===== src/hw/tsa_cfg.svh =====
`ifndef TSA_CFG_SVH
`define TSA_CFG_SVH
// Summary of operation
// - Result kept as 16-bit signed value, one LSB is 1/16 degree.
// - Result reads as +85 degrees until the first conversion lands.
// - Each finished conversion is compared with upper and lower limit.
// - Only result bits 11 to 4 take part in the limit comparison.
// - Alarm set when result above upper or below lower limit.
// - Alarm re-evaluated on each conversion, cleared once inside limits.
// - Alarm search command is joined only while alarm is set.
// - Fixed 64-bit identity: family, 48-bit serial, checksum on top.
// - Scratchpad volatile; limits and configuration backed nonvolatile.
// - Bytes 0 and 1 are result low and high byte, read-only.
// - Bytes 2, 3, 4 are upper limit, lower limit, configuration.
// - Bytes 5 to 7 reserved, writes ignored, read as all ones.
// - Byte 8 is read-only checksum of bytes 0 to 7, kept current.
// - Write command stores three bytes into bytes 2, 3, 4 in order.
// - Read command sends scratchpad bytes from byte 0 upward.
// - Copy command stores limits and configuration nonvolatile.
// - At power-up nonvolatile values load into the scratchpad.
// - Recall reloads scratchpad; status reads 0 busy, 1 done.
// - Two configuration bits pick resolution, default both one.
// - Configuration bit 7 and bits 4 to 0 ignore writes, read ones.
// - Select 00 to 11 means 9 to 12 bits, 93.75 to 750 ms.
// - Low result bits forced to zero at reduced resolution.
// - Checksums use x^8+x^5+x^4+1, start at zero, LSB first.

// --------------------------------------------------------------
// Scratchpad byte offsets
// --------------------------------------------------------------
`define TSA_OFS_TEMP_LO 4'h0
`define TSA_OFS_TEMP_HI 4'h1
`define TSA_OFS_UPPER 4'h2
`define TSA_OFS_LOWER 4'h3
`define TSA_OFS_CONFIG 4'h4
`define TSA_OFS_CRC 4'h8

// --------------------------------------------------------------
// Function commands
// --------------------------------------------------------------
`define TSA_CMD_WRITE 8'h4e
`define TSA_CMD_READ 8'hbe
`define TSA_CMD_COPY 8'h48
`define TSA_CMD_RECALL 8'hb8
`define TSA_CMD_ALARM_SRCH 8'hec

// --------------------------------------------------------------
// Field layout and reset values
// --------------------------------------------------------------
`define TSA_TEMP_RESET 16'h0550
`define TSA_CMP_MSB 11
`define TSA_CMP_LSB 4
`define TSA_RES_MSB 6
`define TSA_RES_LSB 5
`define TSA_RES_RESET 2'h3
`define TSA_CFG_ONES 8'h9f
`define TSA_RSVD_BYTE 8'hff
`define TSA_MASK_9 16'hfff8
`define TSA_MASK_10 16'hfffc
`define TSA_MASK_11 16'hfffe
`define TSA_MASK_12 16'hffff
`define TSA_CRC_POLY 8'h8c
`define TSA_CRC_INIT 8'h00
`define TSA_ROM_BITS 56
`define TSA_SP_BITS 64
// Identity and factory values below are arbitrary
`define TSA_FAMILY 8'h5a
`define TSA_SERIAL 48'h0000_1234_5678
`define TSA_NV_UPPER_RESET 8'h7f
`define TSA_NV_LOWER_RESET 8'h80

// --------------------------------------------------------------
// Timing
// --------------------------------------------------------------
`define TSA_CLK_KHZ 10000
`define TSA_T_WR_MS 10
`define TSA_TCONV12_MS 750
`define TSA_RECALL_CYCLES 17'h00010
`define TSA_FIFO_DEPTH 8

`endif


===== src/hw/tsa_pkg.sv =====
package tsa_pkg;
  // ------------------------------------------------------------
  // Types shared by the core and its neighbours
  // ------------------------------------------------------------
  typedef enum logic [4:0] {
    TSA_ST_IDLE = 5'b00001,
    TSA_ST_READ = 5'b00010,
    TSA_ST_WRITE = 5'b00100,
    TSA_ST_COPY = 5'b01000,
    TSA_ST_RECALL = 5'b10000
  } tsa_state_t;

  typedef struct packed {
    logic valid;
    logic [7:0] code;
  } tsa_cmd_t;

  typedef struct packed {
    logic valid;
    logic [15:0] result;
  } tsa_conv_t;
endpackage : tsa_pkg


===== src/hw/tsa_core.sv =====
`timescale 1ns/1ps
`include "tsa_cfg.svh"
module tsa_core #(
  parameter int COPY_CYCLES = `TSA_T_WR_MS * `TSA_CLK_KHZ,
  parameter int CONV12_CYCLES = `TSA_TCONV12_MS * `TSA_CLK_KHZ
) (
  input wire logic ref_clk,
  input wire logic resetn,
  input wire logic clk_en,
  input tsa_pkg::tsa_cmd_t cmd,
  input tsa_pkg::tsa_conv_t conv,
  input wire logic wr_valid,
  input wire logic [7:0] wr_data,
  output logic wr_ready,
  output logic rd_valid,
  output logic [7:0] rd_data,
  input wire logic rd_ready,
  output logic recall_done,
  output logic copy_busy,
  output logic search_join,
  output logic alarm_flag,
  output logic [1:0] resolution,
  output logic [22:0] conv_max_cycles,
  output logic [15:0] temp_result,
  output logic [63:0] rom_code
);
  import tsa_pkg::*;

  // ------------------------------------------------------------
  // Checksum over the low n bits, least significant bit first
  // ------------------------------------------------------------
  function automatic logic [7:0] crc_f(
    input logic [63:0] d,
    input int n
  );
    logic [7:0] c;
    logic fb;
    c = `TSA_CRC_INIT;
    for (int i = 0; i < 64; i++) begin
      if (i < n) begin
        fb = c[0] ^ d[i];
        c = c >> 1;
        if (fb) begin
          c = c ^ `TSA_CRC_POLY;
        end
      end
    end
    return c;
  endfunction : crc_f

  // ------------------------------------------------------------
  // Identity code
  // ------------------------------------------------------------
  localparam logic [55:0] ROM_LOW = {`TSA_SERIAL, `TSA_FAMILY};
  localparam logic [7:0] ROM_CRC = crc_f({8'h00, ROM_LOW},
    `TSA_ROM_BITS);

  // Fixed at elaboration; no state needed
  assign rom_code = {ROM_CRC, ROM_LOW};

  // ------------------------------------------------------------
  // State
  // ------------------------------------------------------------
  typedef struct packed {
    tsa_state_t st;
    logic [15:0] temp;
    logic [7:0] upper;
    logic [7:0] lower;
    logic [1:0] res;
    logic [7:0] nv_upper;
    logic [7:0] nv_lower;
    logic [1:0] nv_res;
    logic alarm;
    logic join_srch;
    logic [3:0] idx;
    logic [16:0] cnt;
    logic [7:0] crc;
    logic [22:0] budget;
  } tsa_core_state_t;

  tsa_core_state_t s_r;
  tsa_core_state_t s_nxt;

  logic [7:0] cfg_byte;
  logic [63:0] sp64;
  logic [71:0] sp72;
  logic [7:0] push_data;
  logic push_valid;
  logic push_ready;
  logic fifo_flush;
  logic wr_take;
  logic [15:0] masked;
  logic signed [7:0] cmp_val;
  logic over_upper;
  logic under_lower;
  logic cmd_ok;

  // ------------------------------------------------------------
  // Scratchpad image
  // ------------------------------------------------------------
  // Only the select pair is stored; the other bits are tied high
  always_comb begin
    cfg_byte = `TSA_CFG_ONES;
    cfg_byte[`TSA_RES_MSB:`TSA_RES_LSB] = s_r.res;
  end

  assign sp64 = {`TSA_RSVD_BYTE, `TSA_RSVD_BYTE, `TSA_RSVD_BYTE,
                 cfg_byte, s_r.lower, s_r.upper,
                 s_r.temp};
  assign sp72 = {s_r.crc, sp64};
  assign push_data = sp72[{s_r.idx, 3'b000} +: 8];

  // ------------------------------------------------------------
  // Alarm comparison
  // ------------------------------------------------------------
  // Low bits below the chosen resolution are forced to zero as each
  // result is stored; a result already held keeps them until the next one
  always_comb begin
    unique case (s_r.res)
      2'h0: masked = conv.result & `TSA_MASK_9;
      2'h1: masked = conv.result & `TSA_MASK_10;
      2'h2: masked = conv.result & `TSA_MASK_11;
      default: masked = conv.result & `TSA_MASK_12;
    endcase
  end

  assign cmp_val = $signed(masked[`TSA_CMP_MSB:`TSA_CMP_LSB]);
  assign over_upper = cmp_val > $signed(s_r.upper);
  assign under_lower = cmp_val < $signed(s_r.lower);

  // ------------------------------------------------------------
  // Handshakes
  // ------------------------------------------------------------
  assign wr_ready = clk_en && (s_r.st == TSA_ST_WRITE);
  assign wr_take = wr_valid && wr_ready;
  assign push_valid = (s_r.st == TSA_ST_READ);
  assign cmd_ok = cmd.valid && (s_r.st != TSA_ST_COPY);
  // A fresh read must not deliver bytes left from an aborted one
  assign fifo_flush = cmd_ok && (cmd.code == `TSA_CMD_READ);

  // ------------------------------------------------------------
  // Next state
  // ------------------------------------------------------------
  always_comb begin
    s_nxt = s_r;
    s_nxt.crc = crc_f(sp64, `TSA_SP_BITS);

    unique case (s_r.res)
      2'h0: s_nxt.budget = 23'(CONV12_CYCLES >> 3);
      2'h1: s_nxt.budget = 23'(CONV12_CYCLES >> 2);
      2'h2: s_nxt.budget = 23'(CONV12_CYCLES >> 1);
      default: s_nxt.budget = 23'(CONV12_CYCLES);
    endcase

    if (conv.valid) begin
      s_nxt.temp = masked;
      s_nxt.alarm = over_upper || under_lower;
    end

    unique case (s_r.st)
      TSA_ST_IDLE: begin
        s_nxt.idx = `TSA_OFS_TEMP_LO;
      end
      TSA_ST_READ: begin
        if (push_ready) begin
          if (s_r.idx == `TSA_OFS_CRC) begin
            s_nxt.st = TSA_ST_IDLE;
          end else begin
            s_nxt.idx = s_r.idx + 4'h1;
          end
        end
      end
      TSA_ST_WRITE: begin
        if (wr_take) begin
          unique case (s_r.idx)
            `TSA_OFS_UPPER: s_nxt.upper = wr_data;
            `TSA_OFS_LOWER: s_nxt.lower = wr_data;
            default: begin
              s_nxt.res = wr_data[`TSA_RES_MSB:`TSA_RES_LSB];
            end
          endcase
          if (s_r.idx == `TSA_OFS_CONFIG) begin
            s_nxt.st = TSA_ST_IDLE;
          end else begin
            s_nxt.idx = s_r.idx + 4'h1;
          end
        end
      end
      TSA_ST_COPY: begin
        // Store is committed at the end of the write time
        if (s_r.cnt == 17'(COPY_CYCLES - 1)) begin
          s_nxt.nv_upper = s_r.upper;
          s_nxt.nv_lower = s_r.lower;
          s_nxt.nv_res = s_r.res;
          s_nxt.st = TSA_ST_IDLE;
          s_nxt.cnt = '0;
        end else begin
          s_nxt.cnt = s_r.cnt + 17'h00001;
        end
      end
      TSA_ST_RECALL: begin
        if (s_r.cnt == `TSA_RECALL_CYCLES - 17'h00001) begin
          s_nxt.upper = s_r.nv_upper;
          s_nxt.lower = s_r.nv_lower;
          s_nxt.res = s_r.nv_res;
          s_nxt.st = TSA_ST_IDLE;
          s_nxt.cnt = '0;
        end else begin
          s_nxt.cnt = s_r.cnt + 17'h00001;
        end
      end
      default: begin
        s_nxt.st = TSA_ST_IDLE;
      end
    endcase

    // A new command ends any read or write still under way; the
    // copy runs to completion because its store cannot be torn
    if (cmd_ok) begin
      s_nxt.join_srch = 1'b0;
      s_nxt.cnt = '0;
      unique case (cmd.code)
        `TSA_CMD_WRITE: begin
          s_nxt.st = TSA_ST_WRITE;
          s_nxt.idx = `TSA_OFS_UPPER;
        end
        `TSA_CMD_READ: begin
          s_nxt.st = TSA_ST_READ;
          s_nxt.idx = `TSA_OFS_TEMP_LO;
        end
        `TSA_CMD_COPY: begin
          s_nxt.st = TSA_ST_COPY;
        end
        `TSA_CMD_RECALL: begin
          s_nxt.st = TSA_ST_RECALL;
        end
        `TSA_CMD_ALARM_SRCH: begin
          s_nxt.st = TSA_ST_IDLE;
          s_nxt.join_srch = s_r.alarm;
        end
        default: begin
          s_nxt.st = TSA_ST_IDLE;
        end
      endcase
    end
  end

  // ------------------------------------------------------------
  // Registers
  // ------------------------------------------------------------
  // Nonvolatile copies take factory values on reset; a real part
  // keeps them over power loss, which this model cannot show
  always_ff @(posedge ref_clk or negedge resetn) begin
    if (!resetn) begin
      s_r.st <= TSA_ST_RECALL;
      s_r.temp <= `TSA_TEMP_RESET;
      s_r.upper <= `TSA_NV_UPPER_RESET;
      s_r.lower <= `TSA_NV_LOWER_RESET;
      s_r.res <= `TSA_RES_RESET;
      s_r.nv_upper <= `TSA_NV_UPPER_RESET;
      s_r.nv_lower <= `TSA_NV_LOWER_RESET;
      s_r.nv_res <= `TSA_RES_RESET;
      s_r.alarm <= 1'b0;
      s_r.join_srch <= 1'b0;
      s_r.idx <= `TSA_OFS_TEMP_LO;
      s_r.cnt <= '0;
      s_r.crc <= `TSA_CRC_INIT;
      s_r.budget <= '0;
    end else if (clk_en) begin
      s_r <= s_nxt;
    end
  end

  // ------------------------------------------------------------
  // Read path buffer
  // ------------------------------------------------------------
  tsa_fifo #(
    .W(8),
    .D(`TSA_FIFO_DEPTH)
  ) u_fifo (
    .ref_clk(ref_clk),
    .resetn(resetn),
    .clk_en(clk_en),
    .flush(fifo_flush),
    .in_valid(push_valid),
    .in_data(push_data),
    .in_ready(push_ready),
    .out_valid(rd_valid),
    .out_data(rd_data),
    .out_ready(rd_ready)
  );

  // ------------------------------------------------------------
  // Outputs
  // ------------------------------------------------------------
  assign recall_done = (s_r.st != TSA_ST_RECALL);
  assign copy_busy = (s_r.st == TSA_ST_COPY);
  assign search_join = s_r.join_srch;
  assign alarm_flag = s_r.alarm;
  assign resolution = s_r.res;
  assign conv_max_cycles = s_r.budget;
  assign temp_result = s_r.temp;
endmodule : tsa_core


===== src/hw/tsa_fifo.sv =====
`timescale 1ns/1ps
module tsa_fifo #(
  parameter int W = 8,
  parameter int D = 8
) (
  input wire logic ref_clk,
  input wire logic resetn,
  input wire logic clk_en,
  input wire logic flush,
  input wire logic in_valid,
  input wire logic [W-1:0] in_data,
  output logic in_ready,
  output logic out_valid,
  output logic [W-1:0] out_data,
  input wire logic out_ready
);
  import tsa_pkg::*;

  localparam int AW = $clog2(D);

  typedef struct packed {
    logic [D-1:0][W-1:0] mem;
    logic [AW-1:0] wp;
    logic [AW-1:0] rp;
    logic [AW:0] cnt;
  } tsa_fifo_state_t;

  tsa_fifo_state_t s_r;
  tsa_fifo_state_t s_nxt;
  logic push;
  logic pop;

  assign in_ready = clk_en && (s_r.cnt != (AW+1)'(D));
  assign out_valid = clk_en && (s_r.cnt != '0);
  assign out_data = s_r.mem[s_r.rp];
  assign push = in_valid && in_ready;
  assign pop = out_valid && out_ready;

  always_comb begin
    s_nxt = s_r;
    if (push) begin
      s_nxt.mem[s_r.wp] = in_data;
      s_nxt.wp = (s_r.wp == AW'(D - 1)) ? '0 : s_r.wp + 1'b1;
    end
    if (pop) begin
      s_nxt.rp = (s_r.rp == AW'(D - 1)) ? '0 : s_r.rp + 1'b1;
    end
    s_nxt.cnt = s_r.cnt + (AW+1)'(push) - (AW+1)'(pop);
    if (flush) begin
      s_nxt.wp = '0;
      s_nxt.rp = '0;
      s_nxt.cnt = '0;
    end
  end

  always_ff @(posedge ref_clk or negedge resetn) begin
    if (!resetn) begin
      s_r <= '0;
    end else if (clk_en) begin
      s_r <= s_nxt;
    end
  end
endmodule : tsa_fifo


===== config.mk =====
export PLATFORM = sky130hd
export DESIGN_NAME = tsa_core
export DESIGN_NICKNAME = d
export VERILOG_FILES = /design/src/hw/tsa_pkg.sv /design/src/hw/tsa_core.sv /design/src/hw/tsa_fifo.sv
export VERILOG_INCLUDE_DIRS = /design/src /design/src/hw
export SDC_FILE = /design/constraint.sdc
export NUM_CORES = 1
export LEC_CHECK = 0
export ABC_AREA = 1
export BUFFER_PORTS_ARGS = -buffer_cell sky130_fd_sc_hd__buf_2
export CELL_PAD_IN_SITES_DETAIL_PLACEMENT = 0
export CELL_PAD_IN_SITES_GLOBAL_PLACEMENT = 1
export CORE_ASPECT_RATIO = 0.75
export CORE_MARGIN = 10
export CORE_UTILIZATION = 40
export DETAILED_ROUTE_END_ITERATION = 8
export PLACE_DENSITY_LB_ADDON = 0.1
export SKIP_LAST_GASP = 1
export SLEW_MARGIN = 30
export SYNTH_ARGS = -nofsm -noshare
export SYNTH_HDL_FRONTEND = slang
export SYNTH_HIERARCHICAL = 1
export SYNTH_SLANG_ARGS = --single-unit

===== constraint.sdc =====
create_clock -name ref_clk -period 7.28 [get_ports ref_clk]
set_clock_uncertainty 0.15 [all_clocks]
set_input_delay 0.364 -clock ref_clk [delete_from_list [all_inputs] [get_ports ref_clk]]
set_output_delay 0.364 -clock ref_clk [all_outputs]
set_load 0.02 [all_outputs]

[Word level (Yosys, flattened, before mapping)]
Index checks and enable logic that the tools add are counted.
Cells by class
  add/sub/neg operators: 6
  magnitude comparators: 5
  equality and inequality tests: 35
  shift operators: 1
  multiplexer cells: 102
  bitwise operators: 96
  reductions and logical operators: 28
Operator list (number)
  $mux 8: 68
  $not 2->3: 63
  $shiftx 72x8->8: 1
  $pmux 23 s3: 1
  $bwmux 64: 1
  $mux 18: 2
  $pmux 18 s2: 1
  $mux 5: 7
  $mux 17: 2
  $pmux 17 s2: 1
  $xor 1x1->1: 33
  $pmux 5 s5: 1
  $bmux 8 s3: 1
  $demux 8 s3: 1
  $eq 8x8->1 const B: 3
  $mux 21: 1
  $pmux 5 s4: 1
  $add 17x1->17 const B: 1
  $eq 17x17->1 const B: 1
  $eq 17x4->1 const B: 1
  $eq 8x7->1 const B: 2
  $mux 4: 4
  $reduce_and 5->1: 3
  $mux 3: 4
  other kinds (43): 69
Word-level totals
  bits in registers: 185
  bits of input ports: 39
  logic and storage cells: 298

[Longest topological paths before layout]
  word-level depth: 127
  mapped depth: 52
  gate-level depth less buffers: 51

[Modules after synthesis]
The synthesis kept the hierarchy.
By module, submodules not included
  tsa_core: times used 1, cells each 1258, area an instance 8662.1 um^2, sequential area each 2458.6 um^2
  tsa_fifo: times used 1, cells each 529, area an instance 4022.6 um^2, sequential area each 1851.8 um^2

[Worst setup path before layout]
No wires, ideal clock.
  kind: flip-flop to flip-flop
  start: register s_r, in the netlist temp_result[4]
  end: register, netlist name s_r[24]
  library setup time: 124 ps
  arrival: 3975 ps
  data required time: 7006 ps
  path slack: 3031 ps
  cell stages (with the launch flop): 42
  path buffers: 0
  cell sequence: dfstp_2 inv_2 nand2_1 nand2_1 inv_1 nand2_2 nand2_1 nand2_1 nand2_1 nand2_1 nand2_1 nand3_2 nand2_2 nand2_2 nand3_2 nand2_2 nand2_1 nand2_1 (+6 left out) nand2_4 nand2_2 nand3_1 nand3_1 nand2_2 nand2_1 nand2_4 xnor3_1 nand2_2 nand2_2 nand2_1 nand2_1 nand2_1 nand3_1 nand2_1 inv_1 nand2_1 nand3_1
RTL lines
  from (decl): line tsa_core.sv:81  | tsa_core_state_t s_r;
  from (signal assigned): line tsa_core.sv:270  | s_r <= s_nxt;

==> flow_summary.toml <==
[route]
drt-pass1-iter-count = 5
vias = 11500
drc = 0
drt_iter0_drc = 1115
drtAntennaViolNets = 0
viasPerCell = 5.17
wl_per_cell_um = 18.0
wl_um = 40100

[yosys]
synthXorXnorAreaFrac_pct = 2.54
synth-edff-count = 0
synth.top_cells.by_area = "dfrtp_1, nand2_1, buf_4"
yosys.area_share.adder_pct = 3.61
yosysUniqueCellTypes = 52
postSynthCellCount = 1787
synthSimpleGateAreaFrac_pct = 36.7
ys_warn_count = 6
async_reset_ff_share_pct = 100
synthTopCellsByCount = "nand2_1, dfrtp_1, inv_1"
synth-main-ff-cell = "dfrtp_1"
synth.avg_cell_area_um2 = 7.10
yosysTopAreaCell = "dfrtp_1"
synth_compound_area_share_pct = 8.95
synth_top_family_by_area = "simple AND/OR/NAND/NOR gates"
ys_seq_area_share_pct = 34.0
synth_most_common_cell = "nand2_1"
syn_area_um2 = 12700
muxShareOfSynthArea_pct = 0.710
ys_ff_latch = 171
synth_top_area_share_pct = 28.8

[floorplan]
die_w_um = 226
rows = 56
ioPinCount = 158
die_y_um = 174
start_util_pct = 40.6
fp.dieArea_um2 = 39300
core_um2 = 31300

[sta]
slew_headroom_pct = 36.8
setup_ws_ns = 1.98
worstMarginPinSlew_ns = 0.924
hold_violations = 0
setup_tns_ns = 0
finalCritPeriodShare_pct = 72.7
min_period_ns = 5.30
slew_viol_final = 0
grt_setup_unrepaired = "no"
clock.fmax_mhz = 189
setup-violations-final = 0

[critical_path]
crit_family = "simple AND/OR/NAND/NOR gates"
end_kind = "flop"
crit_type = "flop to flop"
crit_start = "temp_result[2]"
critPathRequiredTime_ns = 7.46
worstSetupStartpointType = "flop"
r2r_start = "temp_result[2]"
critPathMaxFanout = 8
critical_path_buf_inv_count = 4
cp_common_cell = "nand2_1"
cpPeakStageDelay_ns = 0.63
crit_slowest_cell = "dfrtp_1"
worstPathArrival_ns = 5.48

[global_route]
grt_pass1_vias = 11200
grt_first_pass_wirelength_um = 63800
antenna_found_initial = 0
grt_overflow = 0
grt_max_degree = 103
grt_util_all_layers_pct = 20.4

[placement]
pre_cts_ws_ns = 2.10
place_hpwl_um = 29600
dp_cells = 2192
gp_congestion = 0.926
io_buffer_count = 90

[clock_tree]
clock_sinks = 171
htree_levels = 4
path_clk_slew_ns = 0.07
numCtsBuffers = 17
clock_path_buffers = 2
postCtsSetupRepairBufs = 0
worstSkewPairLatency_ns = 0.45
cts_resized = 0
cts_root_buf = "clkbuf_16"
cts_tree = "done"

[hold_path]
hp-start = "conv[11]"
min-delay-path-class = "input port to flop"

[run]
max-cap-violations = 0

[final_layout]
layout.cells.non_filler = 2230
syn_to_final_growth_pct = 7.88
fillCellCount = 3265
final_util_pct = 43.8
drive_gt1_share_pct = 17.1
antenna_cells = 0
finalNetCount = 1886

[run_status]
status = "finished, final reports clean"
## cells in the final DEF (no fill, tap or decap), types with 17 or more instances in the layout
| cell type | n |
|---|---|
| nand3_1 | 133 |
| dfstp_2 | 25 |
| inv_1 | 143 |
| a21oi_1 | 39 |
| xor2_1 | 17 |
| buf_2 | 89 |
| nand4_1 | 87 |
| conb_1 | 67 |
| o21ai_0 | 114 |
| nor2_1 | 100 |
| nand2_2 | 63 |
| nand2_1 | 537 |
| ha_1 | 35 |
| dfrtp_1 | 146 |
| nand3_2 | 22 |
| clkbuf_16 | 17 |
| inv_2 | 24 |
## path summary, 6_finish.rpt
| check | to | slack [ns] | cells past startpoint |
|---|---|---|---|
| worst min register to register | u_fifo/s_r[37] | 0.32 | 2 |
| max in group asynchronous | s_r[61] | 5.46 | 3 |
| worst min-delay path | temp_result[11] | 0.05 | 3 |
| min in group asynchronous | s_r[40] | 0.36 | 2 |
| worst max-delay path | s_r[26] | 1.98 | 43 |
| worst max register to register | s_r[26] | 1.98 | 43 |
## repair_timing
action | in CTS | in global routing
hold buffers | 6 | 0
hold endpoints to repair | 105 | 0
setup endpoints to repair | 0 | 0
## flip-flops by register name (all words and copies together), names as in the netlist
name             flops
search_join          1
conv_max_cycles      9
alarm_flag           1
u_fifo/s_r          74
resolution           2
temp_result         16
s_r                 68
## through the flow
stage	cell area (um^2)	hold slack, ns
after detailed placement	13000	0.304
after global routing	13700	0.0486
after floorplan	12900	-0.0816
final	13700	0.0465
after global placement	13000	0.298
after CTS	13700	0.0268
## layout make-up
class	instances	area [um^2]	area share (%)
clock inverters	13	180	1.32
well taps	406	508	3.71
flip-flops and latches	171	4310	31.5
multi-input cells	1342	6970	51.0
inverters	171	644	4.71
clock buffers	19	453	3.31
repair buffers	108	614	4.49
## kinds of logic (layout without fill, tap and decap cells)
| kind of cell | Yosys count | count (layout) |
|---|---|---|
| AND/OR/NAND/NOR | 1000 | 1000 |
| buffers and inverters | 339 | 311 |
| AO/OA/AOI/OAI | 203 | 203 |
| flip-flops | 171 | 171 |
| adder cells (fa/ha/maj) | 36 | 36 |
| XOR/XNOR | 28 | 28 |
| multiplexers | 8 | 8 |
| other | 2 | 67 |
## metal layers
layer  wire [um]  global-route usage (%)
met5           0                       0
met4         420                    3.99
met3        2060                    4.00
met2       16800                    29.7
met1       20700                    30.5
## tightest hold or removal path, cell delays in order
cell and delay (ns):
buf_2 0.13, nand2_1 0.06, o21ai_0 0.06
Power is left out: the tool's default activity adds up to more than one toggle a clock period on the data nets, which glitch-free logic cannot reach.
